`src/logic/pin_irq_map.svh`:
```
/*
  Holds register offsets, field positions, reset values and other constants of the pin interrupt unit.
  Assumes inclusion by the package and by every design file that needs a name from it.
*/
`ifndef PIN_IRQ_MAP_SVH
`define PIN_IRQ_MAP_SVH

// ----------------------------------------
// register map (byte addresses)
// ----------------------------------------
`define ADDR_STATUS_CONTROL 12'h000
`define ADDR_IRQ_STATUS 12'h004
`define ADDR_IRQ_MASK 12'h008
`define ADDR_BREAK_CTRL 12'h00C

// ----------------------------------------
// status/control field positions
// ----------------------------------------
`define BIT_SENSE_SELECT 0
`define BIT_MASK 1
`define BIT_ACK 2
`define BIT_PENDING 3
`define BIT_PIN_LEVEL 4

// ----------------------------------------
// event status bits
// ----------------------------------------
`define EVT_LATCH_SET 0
`define EVT_LATCH_CLEAR 1
`define EVT_COUNT 2

// ----------------------------------------
// break control field, reset values and synchroniser settle depth
// ----------------------------------------
`define BIT_BREAK_CLEAR_EN 0
`define RESET_WORD 32'h0000_0000
`define RESET_EVT 2'h0
`define PIN_IDLE 1'b1
`define SYNC_SETTLE 3

`endif

```
`src/logic/pin_irq_pkg.sv`:
```
/*
  Holds the types of the pin interrupt unit.
  Assumes the constant header is on the include path.
*/
package pin_irq_pkg;
  `include "pin_irq_map.svh"

  typedef struct packed {
    logic psel;
    logic penable;
    logic pwrite;
    logic [11:0] paddr;
    logic [31:0] pwdata;
  } apb_req_type;

  typedef struct packed {
    logic pready;
    logic pslverr;
    logic [31:0] prdata;
  } apb_rsp_type;

  typedef enum logic {
    SENSE_EDGE,
    SENSE_EDGE_LEVEL
  } sense_type;

  typedef struct packed {
    logic pinLevel;
    logic fallingEdge;
  } pin_event_type;
endpackage

```
`src/logic/apb_reg_slave.sv`:
```
/*
  Holds a zero wait state APB slave front end that turns transfers into write and read strobes.
  Assumes a master following the APB setup and access phases.
*/
`timescale 1ns/1ps
module apb_reg_slave
  import pin_irq_pkg::*;
(
  input wire logic ref_clk,
  input wire logic reset,
  input pin_irq_pkg::apb_req_type apbReq,
  input wire logic [31:0] readWord,
  input wire logic readHit,
  output logic writeStrobe,
  output logic readStrobe,
  output pin_irq_pkg::apb_rsp_type apbRsp
);
  import pin_irq_pkg::*;

  typedef struct packed {
    logic done;
    apb_rsp_type rsp;
  } slave_state_type;

  slave_state_type state_ff;
  slave_state_type nxt_state;
  logic access;

  // answer in access cycle via registered data prepared at setup
  assign access = apbReq.psel & apbReq.penable & ~state_ff.done;

  always_comb begin
    nxt_state = state_ff;
    nxt_state.done = 1'b0;
    nxt_state.rsp.pready = 1'b0;
    nxt_state.rsp.pslverr = 1'b0;
    if (apbReq.psel & ~apbReq.penable) begin
      nxt_state.rsp.pready = 1'b1;
      nxt_state.rsp.pslverr = ~readHit;
      nxt_state.rsp.prdata = apbReq.pwrite ? 32'h0000_0000 : readWord;
    end
    if (access) begin
      nxt_state.done = 1'b1;
    end
  end

  always_ff @(posedge ref_clk or posedge reset) begin
    if (reset) begin
      state_ff <= '0;
    end else begin
      state_ff <= nxt_state;
    end
  end

  assign writeStrobe = access & apbReq.pwrite & readHit;
  assign readStrobe = access & ~apbReq.pwrite & readHit;
  assign apbRsp = state_ff.rsp;
endmodule

```
`src/logic/external_pin_interrupt.sv`:
```
/*
  Holds the external pin interrupt unit: request latch, sensitivity select, mask,
  software acknowledge, event status with mask and an APB register port.
  Assumes a CPU that pulses a vector fetch acknowledge and an active low request pin.
*/
`timescale 1ns/1ps
`include "pin_irq_map.svh"
module external_pin_interrupt
  import pin_irq_pkg::*;
(
  input wire logic ref_clk,
  input wire logic reset,
  input wire logic psel,
  input wire logic penable,
  input wire logic pwrite,
  input wire logic [11:0] paddr,
  input wire logic [31:0] pwdata,
  output logic [31:0] prdata,
  output logic pready,
  output logic pslverr,
  input wire logic requestPinN,
  input wire logic vectorFetchAck,
  input wire logic breakState,
  output logic cpuRequest,
  output logic eventIrq
);
  import pin_irq_pkg::*;

  // ----------------------------------------
  // state
  // ----------------------------------------
  typedef struct packed {
    logic edgeLatch;
    logic requestLatch;
    sense_type sense;
    logic requestMask;
    logic breakClearEnable;
    logic [`EVT_COUNT-1:0] evtStatus;
    logic [`EVT_COUNT-1:0] evtMask;
    logic [`EVT_COUNT-1:0] evtRead;
    logic cpuRequest;
    logic eventIrq;
  } unit_state_type;

  unit_state_type state_ff;
  unit_state_type nxt_state;

  apb_req_type apbReq;
  apb_rsp_type apbRsp;
  pin_event_type pinEvent;
  logic writeStrobe;
  logic readStrobe;
  logic readHit;
  logic [31:0] readWord;
  logic softAck;
  logic ackSeen;
  logic setLatch;
  logic clearLatch;

  assign apbReq.psel = psel;
  assign apbReq.penable = penable;
  assign apbReq.pwrite = pwrite;
  assign apbReq.paddr = paddr;
  assign apbReq.pwdata = pwdata;

  // ----------------------------------------
  // pin front end and bus slave
  // ----------------------------------------
  pin_edge_sync u_sync (
    .ref_clk(ref_clk),
    .reset(reset),
    .requestPinN(requestPinN),
    .pinEvent(pinEvent)
  );

  apb_reg_slave u_slave (
    .ref_clk(ref_clk),
    .reset(reset),
    .apbReq(apbReq),
    .readWord(readWord),
    .readHit(readHit),
    .writeStrobe(writeStrobe),
    .readStrobe(readStrobe),
    .apbRsp(apbRsp)
  );

  // ----------------------------------------
  // read decode
  // ----------------------------------------
  always_comb begin
    readWord = `RESET_WORD;
    readHit = 1'b1;
    unique case (paddr)
      `ADDR_STATUS_CONTROL: begin
        readWord[`BIT_SENSE_SELECT] = state_ff.sense == SENSE_EDGE_LEVEL;
        readWord[`BIT_MASK] = state_ff.requestMask;
        readWord[`BIT_ACK] = 1'b0;
        readWord[`BIT_PENDING] = state_ff.requestLatch;
        readWord[`BIT_PIN_LEVEL] = pinEvent.pinLevel;
      end
      `ADDR_IRQ_STATUS: begin
        readWord[`EVT_COUNT-1:0] = state_ff.evtStatus;
      end
      `ADDR_IRQ_MASK: begin
        readWord[`EVT_COUNT-1:0] = state_ff.evtMask;
      end
      `ADDR_BREAK_CTRL: begin
        readWord[`BIT_BREAK_CLEAR_EN] = state_ff.breakClearEnable;
      end
      default: begin
        readHit = 1'b0;
      end
    endcase
  end

  // ----------------------------------------
  // latch control
  // ----------------------------------------
  // ack is a strobe only; nothing stores it, so it cannot read back
  assign softAck = writeStrobe && paddr == `ADDR_STATUS_CONTROL && pwdata[`BIT_ACK]
                   && !(breakState && !state_ff.breakClearEnable);
  assign ackSeen = softAck | vectorFetchAck;

  assign setLatch = pinEvent.fallingEdge;
  assign clearLatch = ackSeen;

  always_comb begin
    nxt_state = state_ff;
    // set wins over a same cycle acknowledge
    if (setLatch) begin
      nxt_state.edgeLatch = 1'b1;
    end else if (clearLatch) begin
      nxt_state.edgeLatch = 1'b0;
    end
    if (writeStrobe && paddr == `ADDR_STATUS_CONTROL) begin
      nxt_state.sense = pwdata[`BIT_SENSE_SELECT] ? SENSE_EDGE_LEVEL : SENSE_EDGE;
      nxt_state.requestMask = pwdata[`BIT_MASK];
    end
    if (writeStrobe && paddr == `ADDR_IRQ_MASK) begin
      nxt_state.evtMask = pwdata[`EVT_COUNT-1:0];
    end
    if (writeStrobe && paddr == `ADDR_BREAK_CTRL) begin
      nxt_state.breakClearEnable = pwdata[`BIT_BREAK_CLEAR_EN];
    end
    // in edge-level mode a low pin keeps the request pending, whatever the order of ack and release
    nxt_state.requestLatch = nxt_state.edgeLatch
                             | ((nxt_state.sense == SENSE_EDGE_LEVEL) & ~pinEvent.pinLevel);
    // remember what the read reports at setup; events after setup must survive
    if (psel && !penable && !pwrite && paddr == `ADDR_IRQ_STATUS) begin
      nxt_state.evtRead = state_ff.evtStatus;
    end
    // event status: read clears what it reported, new event wins
    if (readStrobe && paddr == `ADDR_IRQ_STATUS) begin
      nxt_state.evtStatus = state_ff.evtStatus & ~state_ff.evtRead;
    end
    if (~state_ff.requestLatch & nxt_state.requestLatch) begin
      nxt_state.evtStatus[`EVT_LATCH_SET] = 1'b1;
    end
    if (state_ff.requestLatch & ~nxt_state.requestLatch) begin
      nxt_state.evtStatus[`EVT_LATCH_CLEAR] = 1'b1;
    end
    nxt_state.cpuRequest = nxt_state.requestLatch & ~nxt_state.requestMask;
    nxt_state.eventIrq = |(nxt_state.evtStatus & nxt_state.evtMask);
  end

  always_ff @(posedge ref_clk or posedge reset) begin
    if (reset) begin
      state_ff <= '0;
    end else begin
      state_ff <= nxt_state;
    end
  end

  assign prdata = apbRsp.prdata;
  assign pready = apbRsp.pready;
  assign pslverr = apbRsp.pslverr;
  assign cpuRequest = state_ff.cpuRequest;
  assign eventIrq = state_ff.eventIrq;
endmodule

```
`src/logic/pin_edge_sync.sv`:
```
/*
  Holds the pin synchroniser and falling edge detector.
  Assumes an asynchronous pin that idles high and a single bus clock.
*/
`timescale 1ns/1ps
`include "pin_irq_map.svh"
module pin_edge_sync
  import pin_irq_pkg::*;
(
  input wire logic ref_clk,
  input wire logic reset,
  input wire logic requestPinN,
  output pin_irq_pkg::pin_event_type pinEvent
);
  import pin_irq_pkg::*;

  typedef struct packed {
    logic meta;
    logic sync;
    logic last;
    logic [`SYNC_SETTLE-1:0] settle;
  } sync_state_type;

  sync_state_type state_ff;
  sync_state_type nxt_state;

  // first stage feeds only the second stage
  always_comb begin
    nxt_state.meta = requestPinN;
    nxt_state.sync = state_ff.meta;
    nxt_state.last = state_ff.sync;
    nxt_state.settle = {state_ff.settle[`SYNC_SETTLE-2:0], 1'b1};
  end

  always_ff @(posedge ref_clk or posedge reset) begin
    if (reset) begin
      state_ff.meta <= `PIN_IDLE;
      state_ff.sync <= `PIN_IDLE;
      state_ff.last <= `PIN_IDLE;
      state_ff.settle <= '0;
    end else begin
      state_ff <= nxt_state;
    end
  end

  assign pinEvent.pinLevel = state_ff.sync;
  // no edge until the chain holds real samples, so a pin held low through reset
  // cannot latch; limitation: a fall in the first cycles after reset is missed
  assign pinEvent.fallingEdge = state_ff.settle[`SYNC_SETTLE-1] & state_ff.last & ~state_ff.sync;
endmodule

```
`config.mk`:
```
export PLATFORM = sky130hd
export DESIGN_NAME = external_pin_interrupt
export DESIGN_NICKNAME = d
export VERILOG_FILES = /design/src/logic/pin_irq_pkg.sv /design/src/logic/apb_reg_slave.sv /design/src/logic/external_pin_interrupt.sv /design/src/logic/pin_edge_sync.sv
export VERILOG_INCLUDE_DIRS = /design/src /design/src/logic
export SDC_FILE = /design/constraint.sdc
export NUM_CORES = 1
export LEC_CHECK = 0
export BUFFER_PORTS_ARGS = -buffer_cell sky130_fd_sc_hd__buf_2
export CAP_MARGIN = 20
export CELL_PAD_IN_SITES_DETAIL_PLACEMENT = 2
export CELL_PAD_IN_SITES_GLOBAL_PLACEMENT = 2
export CORE_MARGIN = 2
export CORE_UTILIZATION = 26
export DETAILED_ROUTE_END_ITERATION = 10
export PLACE_DENSITY = 0.85
export SLEW_MARGIN = 0
export SYNTH_ARGS = -nofsm -noshare
export SYNTH_HDL_FRONTEND = slang
export SYNTH_SLANG_ARGS = --single-unit
export TNS_END_PERCENT = 20
```
`constraint.sdc`:
```
create_clock -name ref_clk -period 4.9 [get_ports ref_clk]
set_input_delay 0.735 -clock ref_clk [delete_from_list [all_inputs] [get_ports ref_clk]]
set_output_delay 0.735 -clock ref_clk [all_outputs]
set_load 0.1 [all_outputs]
```
==> out/results.tsv, run 1 <==
stage	metric	value	unit
timing	Final Hold Fails	0	
clock_tree	maximum buffer depth of the clock tree	2	
clock_tree	Reg clk slew, reported paths	0.09	ns
placement	Detailed Place HPWL	2297	um
drt	post-route antenna net violation count	0	
clock_tree	H-tree depth	1	
power_and_ir_drop	clock share of power	26.9	%
cells_and_area	ANT cells	0	
power_and_ir_drop	Reg power frac	44.9	%
synthesis	async set-reset flop share out of synthesis	100.0	%
cells_and_area	Final #Nets	203	
clock_tree	Root Driver	clkbuf_8	
timing	FMAX	0.4166	GHz
timing	Setup TNS	0	ns
drt	via density per instance	3.991	
critical_path	CP startpoint	paddr[5]	
global_routing	Most Crowded Layer GR	met2	
drt	initial DRC count	20	
critical_path	CP peak stage delay	0.44	ns
timing	final hold slack	0.3584	ns
critical_path	crit path launch type	input pin	
synthesis	number of flops mapped to enable cells by yosys	0	
global_routing	GR Layer Usage met1	11.21	%
worst_hold_path	worst hold-check path type	reg2reg	
drt	First-pass DRT Iterations	4	
floorplanning	Core ar.	5172	um2
clock_tree	Skew-Pair Late Insertion Delay	0.27	ns
floorplanning	initial core utilization	27.12	%
power_and_ir_drop	PD cells	319.4	nW/um2
clock_tree	setup bufs post-CTS	0	
global_routing	GRT met2 Usage	17.57	%
placement	GP Congestion	0.7209	
cells_and_area	Design Area, Final	1565	um2
outcome	outcome	complete, no violations	
power_and_ir_drop	total chip power	0.4999	mW
synthesis	post-synthesis sequential area ratio	46.65	%
timing	skew final	0.003929	ns
critical_path	Top delay family on crit path	simple AND/OR/NAND/NOR gates	
global_routing	vias in the first global route	932	
clock_tree	CTS tree	built	
clock_tree	Resize count post-CTS	0	
global_routing	All-Layer GR Usage	9.567	%
global_routing	gr ovfl total	0	
drt	via count	878	
timing	RSZ-0062 raised after global routing	no	
power_and_ir_drop	Cell Int Power	0.3092	mW
floorplanning	row count	26	
floorplanning	# IOs	88	
drt	Wirelength per Cell	12.51	um
cells_and_area	commonest non-fill, non-tap cell in the layout	buf_2	
clock_tree	Sink Count	26	
timing	Tmin final	2.400	ns
placement	Placed Cells	215	
global_routing	global-route wire length before repair	4554	um
cells_and_area	most frequent cells in the layout	buf_2, conb_1, dfrtp_1	
floorplanning	die width	77.45	um
critical_path	Worst path slowest cell	nor4_1	
global_routing	initial antenna violation count	0	
placement	placed instance area	1483	um2
cells_and_area	share of layout cells above drive strength 1	36.00	%
critical_path	Crit Path Max Fanout	5	
synthesis	Top FF cell, synth	dfrtp_1	
cells_and_area	Finished Layout Cells	220	
timing	final setup fails	0	
flow_run	Max-Cap Viols	0	
cells_and_area	Layout area overhead	11.60	%
global_routing	global routing usage on met3	3.023	%
synthesis	Netlist Area Pre-Place	1403	um2
critical_path	Critical path buffers and inverters	1	
drt	DRC viols	0	
placement	Port-buffer cells	30	
timing	period utilization	48.98	%
synthesis	Synth Warn #	0	
global_routing	pin count of the biggest net entering global routing	27	
critical_path	CP endpoint kind	flip-flop	
clock_tree	Num CTS Buffers	3	
power_and_ir_drop	sw power	0.1907	mW
floorplanning	die height	77.45	um
synthesis	#FFs+latches synth	26	
critical_path	Critical Path, Cell by Cell	buf_2, nor4_4, nand3_2, nor4_1, nand2_1, a221o_1, a22o_1	
power_and_ir_drop	Sw Share	38.14	%
synthesis	Avg Cell Area, Syn	11.50	um2
power_and_ir_drop	Comb pwr share	28.2	%
floorplanning	die area	5998	um2
worst_hold_path	Hold Crit Start	u_sync.nxt_state[1]	
critical_path	CP required	5.05	ns
timing	max-slew violations	0	
critical_path	FF-to-FF Start	u_slave.state_ff[34]	
synthesis	Cell variety after synth	34	
critical_path	Crit Path Class	in2reg	
power_and_ir_drop	Max VDD drop	0.0001148	V
clock_tree	hold buffer count at CTS	0	
synthesis	Post-Syn Instances	122	
drt	Routed WL	2752	um
power_and_ir_drop	Static Leak	0.7906	nW
critical_path	Worst Path Arrival	2.55	ns
==> per-stage QoR <==
stage,setup WS (ns),utilization (%)
5_1_grt,2.368,30.26
3_5_place_dp,2.193,28.66
3_3_place_gp,2.211,28.66
4_1_cts,2.453,29.73
6_report,2.500,30.26
2_1_floorplan,2.510,-
==> cell families (layout without fill, tap and decap cells) <==
| logic type | Yosys count | count (layout) | share of synthesized area, % |
|---|---|---|---|
| mux | 9 | 9 | 8.474 |
| buf+inv | 39 | 40 | 19.80 |
| flops | 26 | 26 | 46.65 |
| compound gates | 13 | 13 | 7.405 |
| simple gates | 33 | 33 | 17.13 |
| other cells | 2 | 29 | 0.5354 |
==> metal layers <==
metal  part of all wire (%)  routed length (um)
met1                     41                1128
met2                     51                1416
met3                    7.5                 207
met4                      0                   0
met5                      0                   0
==> registers in the layout, indices dropped and copies added (netlist names) <==
signal / flops
state_ff: 11
u_slave.apbRsp: 6
u_sync.nxt_state: 3
u_sync.state_ff: 2
cpuRequest: 1
eventIrq: 1
u_slave.state_ff: 1
u_sync.pinEvent: 1
==> cells in the mapped netlist (3+ instances only) <==
cell | n | share of area, %
a22o_1 | 3 | 1.9
buf_4 | 33 | 18
dfrtp_1 | 23 | 41
dfstp_2 | 3 | 5.6
inv_1 | 5 | 1.3
mux2_2 | 6 | 4.8
nand2_1 | 8 | 2.1
nor2_1 | 4 | 1.1
nor4_4 | 3 | 4.5
o21ai_0 | 4 | 1.4
==> worst paths after layout <==
check | endpoint | slack, ns | cells after the start
worst min-delay path | u_sync.nxt_state[2] | 0.36 | 0
worst min register to register | u_sync.nxt_state[2] | 0.36 | 0
max in group asynchronous | u_slave.apbRsp[1] | 4.08 | 3
worst max-delay path | eventIrq | 2.50 | 7
worst max register to register | eventIrq | 2.85 | 6
min in group asynchronous | u_sync.nxt_state[1] | 0.41 | 2
==> worst reg2reg max path, stage by stage, from the launching register on <==
cell and delay (ns):
dfrtp_1 0.38, and4b_1 0.31, nand4_2 0.16, mux2_4 0.36, nand2b_4 0.14, a221o_1 0.34
a22o_1 0.25
==> final cells by class <==
cell class,instances,area [um2]
Timing Repair Buffer,31,177.7
Inverter,5,18.77
Clock buffer,4,55.05
Multi-Input combinational cell,84,571.8
Fill cell,595,3607
Sequential cell,26,654.4
Tap cell,70,87.58
==> power by group through the flow <==
stage	registers [mW]	logic, mW	clock network, mW
after floorplan	0.239	0.128	0
after global placement	0.228	0.138	0
after detailed placement	0.229	0.139	0
after CTS	0.225	0.139	0.144
after global routing	0.225	0.146	0.149
final	0.224	0.141	0.135
Note: power is estimated with default switching activity, not from simulation.
==> inputs of run 2 (changes only) <==
- CORE_UTILIZATION: 26 -> 24
- PLACE_DENSITY: 0.85 -> 0.79
- clock period: 4.9 -> 2.44 ns (I/O delays scaled with it)
==> run 2 against run 1 <==
  * Setup slack got worse by 2.1 ns
  * Sequential share of layout area increased by 0.27 points
  * Final area decreased by 0.64%
  * Highest routed layer is now met4
==> out/results.tsv, run 2 (same netlist as run 1, synthesis figures left out) <==
stage	metric	value	unit
outcome	outcome	complete, no violations	
drt	post-route met1 wirelength	1136	um
timing	FMAX	0.4915	GHz
drt	First-pass DRT Iterations	4	
drt	DRC viols	0	
cells_and_area	largest reg by FF count	state_ff	
drt	highest routed metal layer	met4	
flow_run	Max-Cap Viols	0	
clock_tree	Sink Count	26	
floorplanning	die width	80.45	um
cells_and_area	Layout area overhead	10.88	%
timing	max-slew violations	0	
critical_path	Crit Path Max Fanout	5	
timing	Tmin final	2.035	ns
global_routing	pin count of the biggest net entering global routing	27	
drt	Routed WL	2838	um
drt	wire length on met2	1470	um
placement	GP Congestion	0.6736	
clock_tree	Num CTS Buffers	3	
global_routing	All-Layer GR Usage	10.06	%
floorplanning	initial core utilization	25.16	%
cells_and_area	ANT cells	0	
clock_tree	maximum buffer depth of the clock tree	2	
drt	Wirelength per Cell	12.73	um
clock_tree	Reg clk slew, reported paths	0.09	ns
cells_and_area	Layout fillers	645	
timing	final setup fails	0	
clock_tree	Root Driver	clkbuf_8	
timing	Final Hold Fails	0	
cells_and_area	Design Area, Final	1555	um2
global_routing	gr ovfl total	0	
global_routing	global-route wire length before repair	4816	um
cells_and_area	share of layout cells above drive strength 1	36.42	%
placement	placed instance area	1500	um2
drt	initial DRC count	30	
floorplanning	die area	6471	um2
critical_path	Crit Path Class	in2reg	
cells_and_area	commonest non-fill, non-tap cell in the layout	buf_2	
critical_path	Worst Path Arrival	2.21	ns
floorplanning	row count	27	
floorplanning	Core ar.	5574	um2
critical_path	Critical Path, Cell by Cell	buf_2, nor4_4, nand3_2, nor4_1, nand2_1, a221o_1, a22o_1	
worst_hold_path	worst hold-check path type	in2async	
critical_path	CP endpoint kind	flip-flop	
power_and_ir_drop	PD cells	650.2	nW/um2
critical_path	Worst path slowest cell	nor4_1	
placement	Placed Cells	219	
cells_and_area	most frequent cells in the layout	buf_2, conb_1, dfrtp_1	
timing	Setup TNS	0	ns
timing	skew final	0.006378	ns
global_routing	vias in the first global route	1004	
clock_tree	Resize count post-CTS	0	
cells_and_area	Finished Layout Cells	223	
drt	via density per instance	4.022	
placement	Port-buffer cells	30	
global_routing	initial antenna violation count	0	
clock_tree	CTS tree	built	
floorplanning	# IOs	88	
clock_tree	setup bufs post-CTS	0	
power_and_ir_drop	Max VDD drop	0.0003059	V
timing	final hold slack	0.1296	ns
clock_tree	hold buffer count at CTS	0	
timing	period utilization	83.39	%
clock_tree	Skew-Pair Late Insertion Delay	0.27	ns
clock_tree	H-tree depth	1	
critical_path	crit path launch type	input pin	
drt	post-route antenna net violation count	0	
critical_path	CP required	2.61	ns
drt	wire length on met3	190	um
critical_path	CP peak stage delay	0.44	ns
drt	via count	897	
power_and_ir_drop	Static Leak	0.7871	nW
floorplanning	die height	80.45	um
placement	Detailed Place HPWL	2299	um
cells_and_area	Final #Nets	204	
timing	RSZ-0062 raised after global routing	no	
cells_and_area	max FFs per register	11	
## run 2: cell count changes in the layout (fill, tap and decap cells not counted)
cell / delta
buf_4: +2
buf_16: -1
## run 2: through the flow
stage	setup slack (ns)	util, %	total power [mW]
finish	0.4053	27.90	1.011
global route	0.2589	27.90	1.064
detailed placement	0.05993	26.91	0.7403
floorplan	0.4188	-	0.7367
global placement	0.1530	26.91	0.7372
CTS	0.3536	27.90	1.025
## run 2: power by group
group          switching, mW  internal (mW)  total (mW)
logic                  0.251         0.0305       0.281
clock network          0.135          0.144       0.280
registers            0.00612          0.444       0.450
total                  0.392          0.619        1.01
## run 2: worst paths after layout
kind | startpoint | endpoint | slack (ns) | depth (start not counted)
setup / recovery | paddr[5] | eventIrq | 0.41 | 7
hold / removal | reset | state_ff[4] | 0.13 | 3
setup reg to reg | u_slave.state_ff[34] | eventIrq | 0.41 | 6
hold reg to reg | u_sync.nxt_state[2] | u_sync.state_ff[2] | 0.35 | 0
max in group asynchronous | reset | u_sync.pinEvent[1] | 2.01 | 3
min in group ref_clk | requestPinN | u_sync.nxt_state[4] | 0.18 | 1
## run 2: per-layer routing
metal  global-route usage [%]  vias to the layer above
met4                    3.559                        0
li1                         -                      413
met1                    10.66                      444
met5                        0                        -
met3                    3.258                        4
met2                    18.50                       36
## run 2: worst max-delay path, delay by kind of cell
family / cells / cell delay (ns)
and+or+nand+nor: 4 / 1.11
AOI/OAI and AO/OA: 2 / 0.62
buffers and inverters: 1 / 0.11
## run 2: area by class of cell
class | count | area [um2] | share of cell area (%)
clock buffers | 4 | 55.05 | 3.540
repair buffers | 32 | 165.2 | 10.62
inverters | 5 | 18.77 | 1.207
well taps | 72 | 90.09 | 5.792
flip-flops and latches | 26 | 654.4 | 42.08
multi-input cells | 84 | 571.8 | 36.77
